**src/fill_ecc_regs.svh**
```systemverilog
`ifndef FILL_ECC_REGS_SVH
`define FILL_ECC_REGS_SVH
// register word offsets (byte addresses)
`define OFS_CONTROL      8'h00
`define OFS_ERR_STATUS   8'h04
`define OFS_ERR_ADDR_LO  8'h08
`define OFS_ERR_ADDR_HI  8'h0C
`define OFS_SYNDROME     8'h10
`define OFS_DCACHE_STAT  8'h14
`define OFS_IFETCH_STAT  8'h18
`define OFS_MEMMGMT_STAT 8'h1C
`define OFS_FAULT_VA     8'h20
`define OFS_EVENTS       8'h24
// field positions
`define BIT_CRD_EN       0
`define BIT_MACHINE_CHECK_EN      1
`define BIT_LOAD_ECC     0
`define BIT_TPAR_P0      1
`define BIT_TPAR_P1      2
`define BIT_CRD_PEND     0
`define BIT_MACHINE_CHECK_PEND    1
// reset values
`define RST_CONTROL      2'h3
`define RST_SYN          8'h00
`endif

```
**src/fill_ecc_pkg.sv**
```systemverilog
package fill_ecc_pkg;
  // logged error source
  typedef enum logic [3:0] {
    ERR_NONE         = 4'b0000,
    ERR_IFETCH_MEM1  = 4'b0001,
    ERR_DFETCH_MEM1  = 4'b0010,
    ERR_PROBE_SEC1   = 4'b0011,
    ERR_IFETCH_SEC2  = 4'b0100,
    ERR_DFETCH_SEC2  = 4'b0101,
    ERR_IFETCH_MEM2  = 4'b0110,
    ERR_DFETCH_MEM2  = 4'b0111
  } err_code_e;
  // load-used correction flow
  typedef enum logic [2:0] {
    FL_IDLE  = 3'b000,
    FL_WAIT  = 3'b001,
    FL_EVICT = 3'b010,
    FL_WBACK = 3'b011,
    FL_RETRY = 3'b100
  } flow_e;
endpackage : fill_ecc_pkg

```
**src/fill_ecc_error_logging.sv**
```systemverilog
// Contract
// secondary victim error: forward raw, interrupt, no log
// victim on double miss: no log, interrupt
// victim during evict-block: forward raw, silent
// ifetch memory single error: bad parity, flush, status
// address register captures fill block bits 42:6
// single fill/probe errors latch both syndromes
// ifetch single error: immediate machine check plus interrupt
// unused data fill error: raw write, log, interrupt
// used faulty quadword: load queue holds state
// replay trap and map stall until corrected
// error read request: evict and write back block
// used data fill: status, load flag, retry, interrupt
// speculative load error: interrupt only, no log
// probe single error: forward raw, log, interrupt
// double fill errors logged with four source codes
// double error machine check deferred in firmware mode
// double memory fill written with original check bits
// status exact even if address is stale
// icache parity: flush, parity flag, interrupt
// dtag parity at issue: data fault, flag, address
// dtag parity on retry: machine check, pipe flag
// logged record held until software clears it
`timescale 1ns/100ps
`include "fill_ecc_regs.svh"
module fill_ecc_error_logging
  import fill_ecc_pkg::*;
(
  // clock and reset
  input  wire logic        CLOCK,
  input  wire logic        RST,
  // wishbone slave
  input  wire logic        WB_CYC_I,
  input  wire logic        WB_STB_I,
  input  wire logic        WB_WE_I,
  input  wire logic [7:0]  WB_ADR_I,
  input  wire logic [3:0]  WB_SEL_I,
  input  wire logic [31:0] WB_DAT_I,
  output logic      [31:0] WB_DAT_O,
  output logic             WB_ACK_O,
  // victim read events
  input  wire logic        VICTIM_ECC_ERR,
  input  wire logic        VICTIM_EVICT_BLOCK,
  // fill and probe error events
  input  wire logic        FILL_ERR,
  input  wire logic        FILL_DOUBLE,
  input  wire logic        FILL_ICACHE,
  input  wire logic        FILL_FROM_MEM,
  input  wire logic        FILL_LOAD_USED,
  input  wire logic        FILL_SPECULATIVE,
  input  wire logic        PROBE_ERR,
  input  wire logic [42:6] ERR_BLOCK_ADDR,
  input  wire logic [7:0]  ERR_SYN0,
  input  wire logic [7:0]  ERR_SYN1,
  input  wire logic        READ_ERR_REQ,
  // parity events
  input  wire logic        ICACHE_PARITY_ERR,
  input  wire logic        DTAG_PERR_ISSUE,
  input  wire logic        DTAG_PERR_RETRY,
  input  wire logic        DTAG_PERR_PIPE1,
  input  wire logic [31:0] FAULT_VADDR,
  input  wire logic        PRIVILEGED_FIRMWARE_MODE,
  // exceptions
  output logic             CORRECTED_READ_INTERRUPT,
  output logic             MACHINE_CHECK_POST,
  output logic             MACHINE_CHECK_TAKE,
  output logic             DATA_FAULT,
  // cache and pipeline actions
  output logic             FORWARD_UNCORRECTED,
  output logic             ICACHE_BAD_PARITY,
  output logic             ICACHE_FLUSH,
  output logic             WRITE_RAW_CHECKBITS,
  output logic             LOADQ_HOLD,
  output logic             REPLAY_TRAP,
  output logic             MAP_STALL,
  output logic             SCRUB_EVICT,
  output logic             SCRUB_WRITEBACK,
  output logic             LOAD_RETRY
);

  // registers
  logic [1:0]  control_q;
  err_code_e   status_q;
  logic [42:6] addr_q;
  logic [7:0]  syn0_q;
  logic [7:0]  syn1_q;
  logic [2:0]  dstat_q;
  logic        ipar_q;
  logic        dtag_q;
  logic [31:0] va_q;
  logic        crd_q;
  logic        machine_check_q;
  logic        imm_q;
  logic        take_q;
  flow_e       flow_q;
  flow_e       flow_d;
  logic        ack_q;
  logic [31:0] rdat_q;
  logic        fwd_q;
  logic        badpar_q;
  logic        flush_q;
  logic        raw_q;
  logic        replay_q;
  logic        fault_q;
  logic        hold_q, evict_q, wback_q, retry_q;

  // bus decode
  wire         req      = WB_CYC_I & WB_STB_I;
  wire         wr_en    = req & WB_WE_I & ack_q & WB_SEL_I[0];
  wire         wr_ctrl  = wr_en & (WB_ADR_I == `OFS_CONTROL);
  wire         clr_log  = wr_en & (WB_ADR_I == `OFS_ERR_STATUS);
  wire         clr_dst  = wr_en & (WB_ADR_I == `OFS_DCACHE_STAT);
  wire         clr_ist  = wr_en & (WB_ADR_I == `OFS_IFETCH_STAT);
  wire         clr_mms  = wr_en & (WB_ADR_I == `OFS_MEMMGMT_STAT);
  wire         clr_evt  = wr_en & (WB_ADR_I == `OFS_EVENTS);
  wire         crd_en   = control_q[`BIT_CRD_EN];
  wire         machine_check_en  = control_q[`BIT_MACHINE_CHECK_EN];

  // event classification
  wire         fill_dbl  = FILL_ERR & FILL_DOUBLE;
  wire         fill_sgl  = FILL_ERR & ~FILL_DOUBLE & FILL_FROM_MEM;
  wire         ifill_sgl = fill_sgl & FILL_ICACHE;
  wire         dfill_sgl = fill_sgl & ~FILL_ICACHE;
  wire         dfill_raw = dfill_sgl & ~FILL_LOAD_USED;
  wire         dfill_use = dfill_sgl & FILL_LOAD_USED & ~FILL_SPECULATIVE;
  wire         dfill_spc = dfill_sgl & FILL_LOAD_USED & FILL_SPECULATIVE;
  wire         victim_crd = VICTIM_ECC_ERR & ~VICTIM_EVICT_BLOCK;
  wire         flow_idle = (flow_q == FL_IDLE);
  wire         flow_go   = dfill_use & flow_idle;

  // source code for the log; speculative and victim cases log nothing
  wire err_code_e dbl_code = FILL_ICACHE ?
                    (FILL_FROM_MEM ? ERR_IFETCH_MEM2 : ERR_IFETCH_SEC2) :
                    (FILL_FROM_MEM ? ERR_DFETCH_MEM2 : ERR_DFETCH_SEC2);
  wire err_code_e log_code = fill_dbl  ? dbl_code :
                             ifill_sgl ? ERR_IFETCH_MEM1 :
                             (dfill_raw | dfill_use) ? ERR_DFETCH_MEM1 :
                             PROBE_ERR ? ERR_PROBE_SEC1 : ERR_NONE;
  wire         log_free  = (status_q == ERR_NONE) | clr_log;
  wire         log_new   = (log_code != ERR_NONE) & log_free;
  wire         syn_new   = log_new & (ifill_sgl | dfill_raw | dfill_use | PROBE_ERR);

  // exception posting
  wire         crd_set  = crd_en & (victim_crd | ifill_sgl | dfill_raw | dfill_spc
                          | PROBE_ERR | ICACHE_PARITY_ERR | (flow_q == FL_RETRY));
  wire         machine_check_set = ifill_sgl | (machine_check_en & (fill_dbl | DTAG_PERR_RETRY));
  wire         take_now = machine_check_q & (~PRIVILEGED_FIRMWARE_MODE | imm_q);

  // read mux
  wire [31:0]  rd_mux =
    (WB_ADR_I == `OFS_CONTROL)      ? {30'h0, control_q} :
    (WB_ADR_I == `OFS_ERR_STATUS)   ? {28'h0, status_q} :
    (WB_ADR_I == `OFS_ERR_ADDR_LO)  ? addr_q[37:6] :
    (WB_ADR_I == `OFS_ERR_ADDR_HI)  ? {27'h0, addr_q[42:38]} :
    (WB_ADR_I == `OFS_SYNDROME)     ? {16'h0, syn1_q, syn0_q} :
    (WB_ADR_I == `OFS_DCACHE_STAT)  ? {29'h0, dstat_q} :
    (WB_ADR_I == `OFS_IFETCH_STAT)  ? {31'h0, ipar_q} :
    (WB_ADR_I == `OFS_MEMMGMT_STAT) ? {31'h0, dtag_q} :
    (WB_ADR_I == `OFS_FAULT_VA)     ? va_q :
    (WB_ADR_I == `OFS_EVENTS)       ? {30'h0, machine_check_q, crd_q} : 32'h0;

  // wishbone answer one cycle after the request
  always_ff @(posedge CLOCK or posedge RST)
  begin
    if (RST)
    begin
      ack_q  <= 1'b0;
      rdat_q <= 32'h0;
    end
    else
    begin
      ack_q  <= req & ~ack_q;
      rdat_q <= rd_mux;
    end
  end

  // control register
  always_ff @(posedge CLOCK or posedge RST)
  begin
    if (RST)
      control_q <= `RST_CONTROL;
    else if (wr_ctrl)
      control_q <= WB_DAT_I[1:0];
  end

  // error log: status exact, address with it, syndromes only for single and probe errors
  always_ff @(posedge CLOCK or posedge RST)
  begin
    if (RST)
    begin
      status_q <= ERR_NONE;
      addr_q   <= 37'h0;
      syn0_q   <= `RST_SYN;
      syn1_q   <= `RST_SYN;
    end
    else if (log_new)
    begin
      status_q <= log_code;
      addr_q   <= ERR_BLOCK_ADDR;
      if (syn_new)
      begin
        syn0_q <= ERR_SYN0;
        syn1_q <= ERR_SYN1;
      end
    end
    else if (clr_log)
      status_q <= ERR_NONE;
  end

  // sticky status flags, set wins over clear
  always_ff @(posedge CLOCK or posedge RST)
  begin
    if (RST)
    begin
      dstat_q <= 3'h0;
      ipar_q  <= 1'b0;
      dtag_q  <= 1'b0;
      va_q    <= 32'h0;
    end
    else
    begin
      dstat_q[`BIT_LOAD_ECC] <= (dstat_q[`BIT_LOAD_ECC] & ~(clr_dst & WB_DAT_I[`BIT_LOAD_ECC]))
                                | flow_go;
      dstat_q[`BIT_TPAR_P0]  <= (dstat_q[`BIT_TPAR_P0] & ~(clr_dst & WB_DAT_I[`BIT_TPAR_P0]))
                                | (DTAG_PERR_RETRY & ~DTAG_PERR_PIPE1);
      dstat_q[`BIT_TPAR_P1]  <= (dstat_q[`BIT_TPAR_P1] & ~(clr_dst & WB_DAT_I[`BIT_TPAR_P1]))
                                | (DTAG_PERR_RETRY & DTAG_PERR_PIPE1);
      ipar_q <= (ipar_q & ~(clr_ist & WB_DAT_I[0])) | ICACHE_PARITY_ERR;
      dtag_q <= (dtag_q & ~(clr_mms & WB_DAT_I[0])) | DTAG_PERR_ISSUE;
      if (DTAG_PERR_ISSUE)
        va_q <= FAULT_VADDR;
    end
  end

  // pending interrupt and machine check
  always_ff @(posedge CLOCK or posedge RST)
  begin
    if (RST)
    begin
      crd_q  <= 1'b0;
      machine_check_q <= 1'b0;
      imm_q  <= 1'b0;
      take_q <= 1'b0;
    end
    else
    begin
      crd_q  <= (crd_q & ~(clr_evt & WB_DAT_I[`BIT_CRD_PEND])) | crd_set;
      machine_check_q <= (machine_check_q & ~take_now & ~(clr_evt & WB_DAT_I[`BIT_MACHINE_CHECK_PEND])) | machine_check_set;
      imm_q  <= (imm_q & ~take_now) | ifill_sgl;
      take_q <= take_now;
    end
  end

  // load-used correction flow
  always_comb
  begin
    flow_d = flow_q;
    case (flow_q)
      FL_IDLE:  if (dfill_use) flow_d = FL_WAIT;
      FL_WAIT:  if (READ_ERR_REQ) flow_d = FL_EVICT;
      FL_EVICT: flow_d = FL_WBACK;
      FL_WBACK: flow_d = FL_RETRY;
      FL_RETRY: flow_d = FL_IDLE;
      default:  flow_d = FL_IDLE;
    endcase
  end

  always_ff @(posedge CLOCK or posedge RST)
  begin
    if (RST)
      flow_q <= FL_IDLE;
    else
      flow_q <= flow_d;
  end

  // action pulses
  always_ff @(posedge CLOCK or posedge RST)
  begin
    if (RST)
    begin
      fwd_q    <= 1'b0;
      badpar_q <= 1'b0;
      flush_q  <= 1'b0;
      raw_q    <= 1'b0;
      replay_q <= 1'b0;
      fault_q  <= 1'b0;
      hold_q   <= 1'b0;
      evict_q  <= 1'b0;
      wback_q  <= 1'b0;
      retry_q  <= 1'b0;
    end
    else
    begin
      fwd_q    <= VICTIM_ECC_ERR | PROBE_ERR;
      badpar_q <= ifill_sgl;
      flush_q  <= ifill_sgl | ICACHE_PARITY_ERR;
      raw_q    <= dfill_raw | (fill_dbl & FILL_FROM_MEM);
      replay_q <= flow_go;
      fault_q  <= DTAG_PERR_ISSUE;
      hold_q   <= (flow_d != FL_IDLE);
      evict_q  <= (flow_d == FL_EVICT);
      wback_q  <= (flow_d == FL_WBACK);
      retry_q  <= (flow_d == FL_RETRY);
    end
  end

  // outputs
  assign WB_ACK_O                 = ack_q;
  assign WB_DAT_O                 = rdat_q;
  assign CORRECTED_READ_INTERRUPT = crd_q;
  assign MACHINE_CHECK_POST       = machine_check_q;
  assign MACHINE_CHECK_TAKE       = take_q;
  assign DATA_FAULT               = fault_q;
  assign FORWARD_UNCORRECTED      = fwd_q;
  assign ICACHE_BAD_PARITY        = badpar_q;
  assign ICACHE_FLUSH             = flush_q;
  assign WRITE_RAW_CHECKBITS      = raw_q;
  assign LOADQ_HOLD               = hold_q;
  assign REPLAY_TRAP              = replay_q;
  assign MAP_STALL                = hold_q;
  assign SCRUB_EVICT              = evict_q;
  assign SCRUB_WRITEBACK          = wback_q;
  assign LOAD_RETRY               = retry_q;

  wire only_victim = ~FILL_ERR & ~PROBE_ERR & ~clr_log;
endmodule : fill_ecc_error_logging

```
**config.mk**
```make
export PLATFORM = sky130hd
export DESIGN_NAME = fill_ecc_error_logging
export DESIGN_NICKNAME = d
export VERILOG_FILES = /design/src/fill_ecc_pkg.sv /design/src/fill_ecc_error_logging.sv
export VERILOG_INCLUDE_DIRS = /design/src
export SDC_FILE = /design/constraint.sdc
export NUM_CORES = 1
export LEC_CHECK = 0
export BUFFER_PORTS_ARGS = -buffer_cell sky130_fd_sc_hd__buf_2
export CAP_MARGIN = 0
export CORE_MARGIN = 10
export CORE_UTILIZATION = 45
export CTS_BUF_LIST = sky130_fd_sc_hd__clkbuf_4 sky130_fd_sc_hd__clkbuf_8 sky130_fd_sc_hd__clkbuf_16
export DETAILED_ROUTE_END_ITERATION = 8
export PLACE_DENSITY = 0.72
export SETUP_SLACK_MARGIN = 0.2
export SKIP_LAST_GASP = 1
export SLEW_MARGIN = 20
export SYNTH_ARGS = -nofsm -noshare
export SYNTH_HDL_FRONTEND = slang
export SYNTH_SLANG_ARGS = --single-unit
```
**constraint.sdc**
```tcl
create_clock -name CLOCK -period 5.4 [get_ports CLOCK]
set_input_delay 0.81 -clock CLOCK [delete_from_list [all_inputs] [get_ports CLOCK]]
set_output_delay 0.81 -clock CLOCK [all_outputs]
set_load 0.1 [all_outputs]
```
==> metrics <==
outcome completed; 1st-iter DRT viols about 300; ys flop type dfrtp_1; reg2reg start status_q[2]; Placement Setup Slack 2.10 ns; total clock buffers created by CTS 17; gr usage total about 16%; synth top area cells dfrtp_1 60%, mux2_2 14%, a22o_1 3.2%, a222oi_1 2.3%, mux2_1 2.1%; number of flops mapped to enable cells by yosys 0; share of layout cells above drive strength 1 48.8%; Post-Synthesis Cells approximately 430; synthesized area per cell 14.1 um2; clock power share 36.4%; setup bufs post-CTS 0; Synth Net Count 574; Yosys cell types 54; DPL Wire Length ~11 mm; Int Pwr 2.36 mW; Largest delay share family, worst path simple AND/OR/NAND/NOR gates; worst-margin pin slew 0.893 ns; via count 4,142; clock buffer depth 2; reg-to-reg slack, setup roughly 3.2 ns; P_sw roughly 920 uW; mux cell area share after synthesis 17.7%; WL final 14.9 mm; clock latency at the later pin of the worst-skew pair between 0.4 and 0.5 ns; post-route ant nets 0; max cap viols 0; Seq cells post-synth 145; cell taking the most area after synthesis dfrtp_1; critical path arrival 3.13 ns; required time worst endpoint 5.69 ns; Worst path depth 6; clock transition at the registers of the reported paths 0.06 ns; Sw Ratio 28.0%; crit path cell chain buf_2 > nor4b_2 > and2_1 > buf_4 > a221oi_1 > a222oi_1; Die Span X between 100 and 150 um; critical path endpoint WB_DAT_O[0]; Synth Area in Simple Gates 7.97%; critical path type primary input to register; Tmin final roughly 2.8 ns; largest family of logic cells by synthesized area multiplexers; reg2reg end addr_q[15]; power per cell area 433 nW/um2; Root Driver clkbuf_16; R2R depth 4; detail-routed net length per standard cell 19.2 um; Synth-to-Final Area Change 26.1%; Pins Over Slew Limit 0; register area share after synthesis ~61%; dominant cell by count in the synthesized netlist dfrtp_1; Synth Warn # 0; NumNets Final 737; Residual DRC 0; CTS resizes 0; TritonCTS clock tree done; async set or reset register ratio after synthesis 100%; RSZ-0062 raised after global routing false; Seq pwr share 45.6%; Fin. Hold Viols 0; post-synthesis xor/xnor area fraction 0%; power share of the combinational group 18.0%; I/O Buffers 163; Critical-path top delay cell and2_1; mapped cell area 6000 um2; number of global-route vias before repair 4,450; setup TNS 0 ns; first-pass GRT wire length 23.6 mm; row cnt between 40 and 50; post-synthesis adder-cell area fraction 0%; post-route setup slack 2.56 ns; largest net degree at the start of global routing 99; VDD IR max between 200 and 250 uV; commonest cells in the netlist 143 x dfrtp_1, 76 x mux2_2, 22 x a22o_1, 18 x inv_1, 15 x nand2_1; 1st-pass router iterations 5; GR Overflow Total 0; Worst Path Max Fanout 16; max_slew headroom 40.5%; Core ar. roughly 13,000 um2; Die H between 100 and 150 um; die area about 18,000 um2; Final Cycle Share 52.5%; clock sink count 145; routability cong. slightly above 0.8; clock skew 0.00995 ns; area fraction in compound gates after synthesis 10.6%; P_leak between 3 and 4 nW; H-tree Lvls 4; critical path launch point type primary input; WP buf/inv 2; Synth top area share between 50 and 60%; drt via density 5.32; Max stage delay on crit path approximately 0.7 ns; Fmax 352 MHz; initial core utilization 45.7%; critical path capture point type register; final number of setup-violating endpoints 0; I/O Pins 196; hold buffers post-CTS 0; initial antenna violation count 2; worst setup path startpoint WB_ADR_I[7]; worst min-delay path class register to register
[kinds of logic after synthesis]
group                  count (synthesis)
DFF                                  145
and+or+nand+nor                       70
AOI/OAI and AO/OA                     75
muxes                                 94
buffers and inverters                 41
[registers in the layout, summed over array words and instances (netlist names), 2 cells and up]
name	count
status_q	3
WB_DAT_O	32
va_q	32
syn0_q	8
control_q	2
syn1_q	8
addr_q	37
flow_q	3
dstat_q	3
[worst min path at each step]
stage                         from        to  cells after the start
final                     WB_ACK_O  WB_ACK_O                      1
after global routing      WB_ACK_O  WB_ACK_O                      1
after CTS                 WB_ACK_O  WB_ACK_O                      1
after detailed placement  WB_ACK_O  WB_ACK_O                      1
after global placement    WB_ACK_O  WB_ACK_O                      1
after floorplan             ipar_q    ipar_q                      1
[metal layers]
metal	GRT usage [%]	wire length [um]	up-vias
li1	-	-	1908
met1	19.5	6030	2055
met2	25.3	7070	159
met3	8.72	1630	18
met4	4.96	186	2
met5	0	13	-
[power groups by stage]
stage	clock network (mW)	logic, mW	registers (mW)
2_1_floorplan	0	0.357	1.59
4_1_cts	1.21	0.600	1.50
3_3_place_gp	0	0.574	1.50
3_5_place_dp	0	0.596	1.51
6_report	1.19	0.589	1.49
5_1_grt	1.27	0.641	1.53
[stage by stage]
stage	instances	power [mW]	hold WS [ns]	area, um2	util, %
CTS	777	3.31	0.468	7560	57.6
detailed placement	745	2.11	0.460	6950	52.9
finish	778	3.28	0.465	7560	57.6
floorplan	425	1.94	0.450	6000	-
global route	777	3.44	0.495	7560	57.6
global placement	745	2.07	0.436	6950	52.9
[layout make-up]
class | instances | area (um2)
Clock buffer | 20 | 448
Inverter | 18 | 72.6
Sequential cell | 145 | 3630
Tap cell | 176 | 220
Clock inverter | 12 | 159
Fill cell | 1090 | 5570
Timing Repair Buffer | 167 | 846
Multi-Input combinational cell | 239 | 2180
Antenna cell | 1 | 2.50
[cells in the final DEF, fill, tap and decap left out, types with 3 or more instances in the layout]
cell,n
clkbuf_16,17
a22o_1,22
or2_2,3
nor2_1,11
a221oi_1,3
nor2b_1,4
inv_1,17
dfrtp_1,143
a21oi_1,7
inv_6,3
clkbuf_4,3
nand2_1,15
mux2i_1,6
mux2_1,11
a222oi_1,14
a21o_1,5
and2_1,4
mux2_2,76
buf_2,163
bufinv_16,3
nand2b_1,4
o21ai_0,7
buf_4,4
clkinv_4,3
nand4_1,6
nand3_1,5
Power figures use the tool's default switching activity.
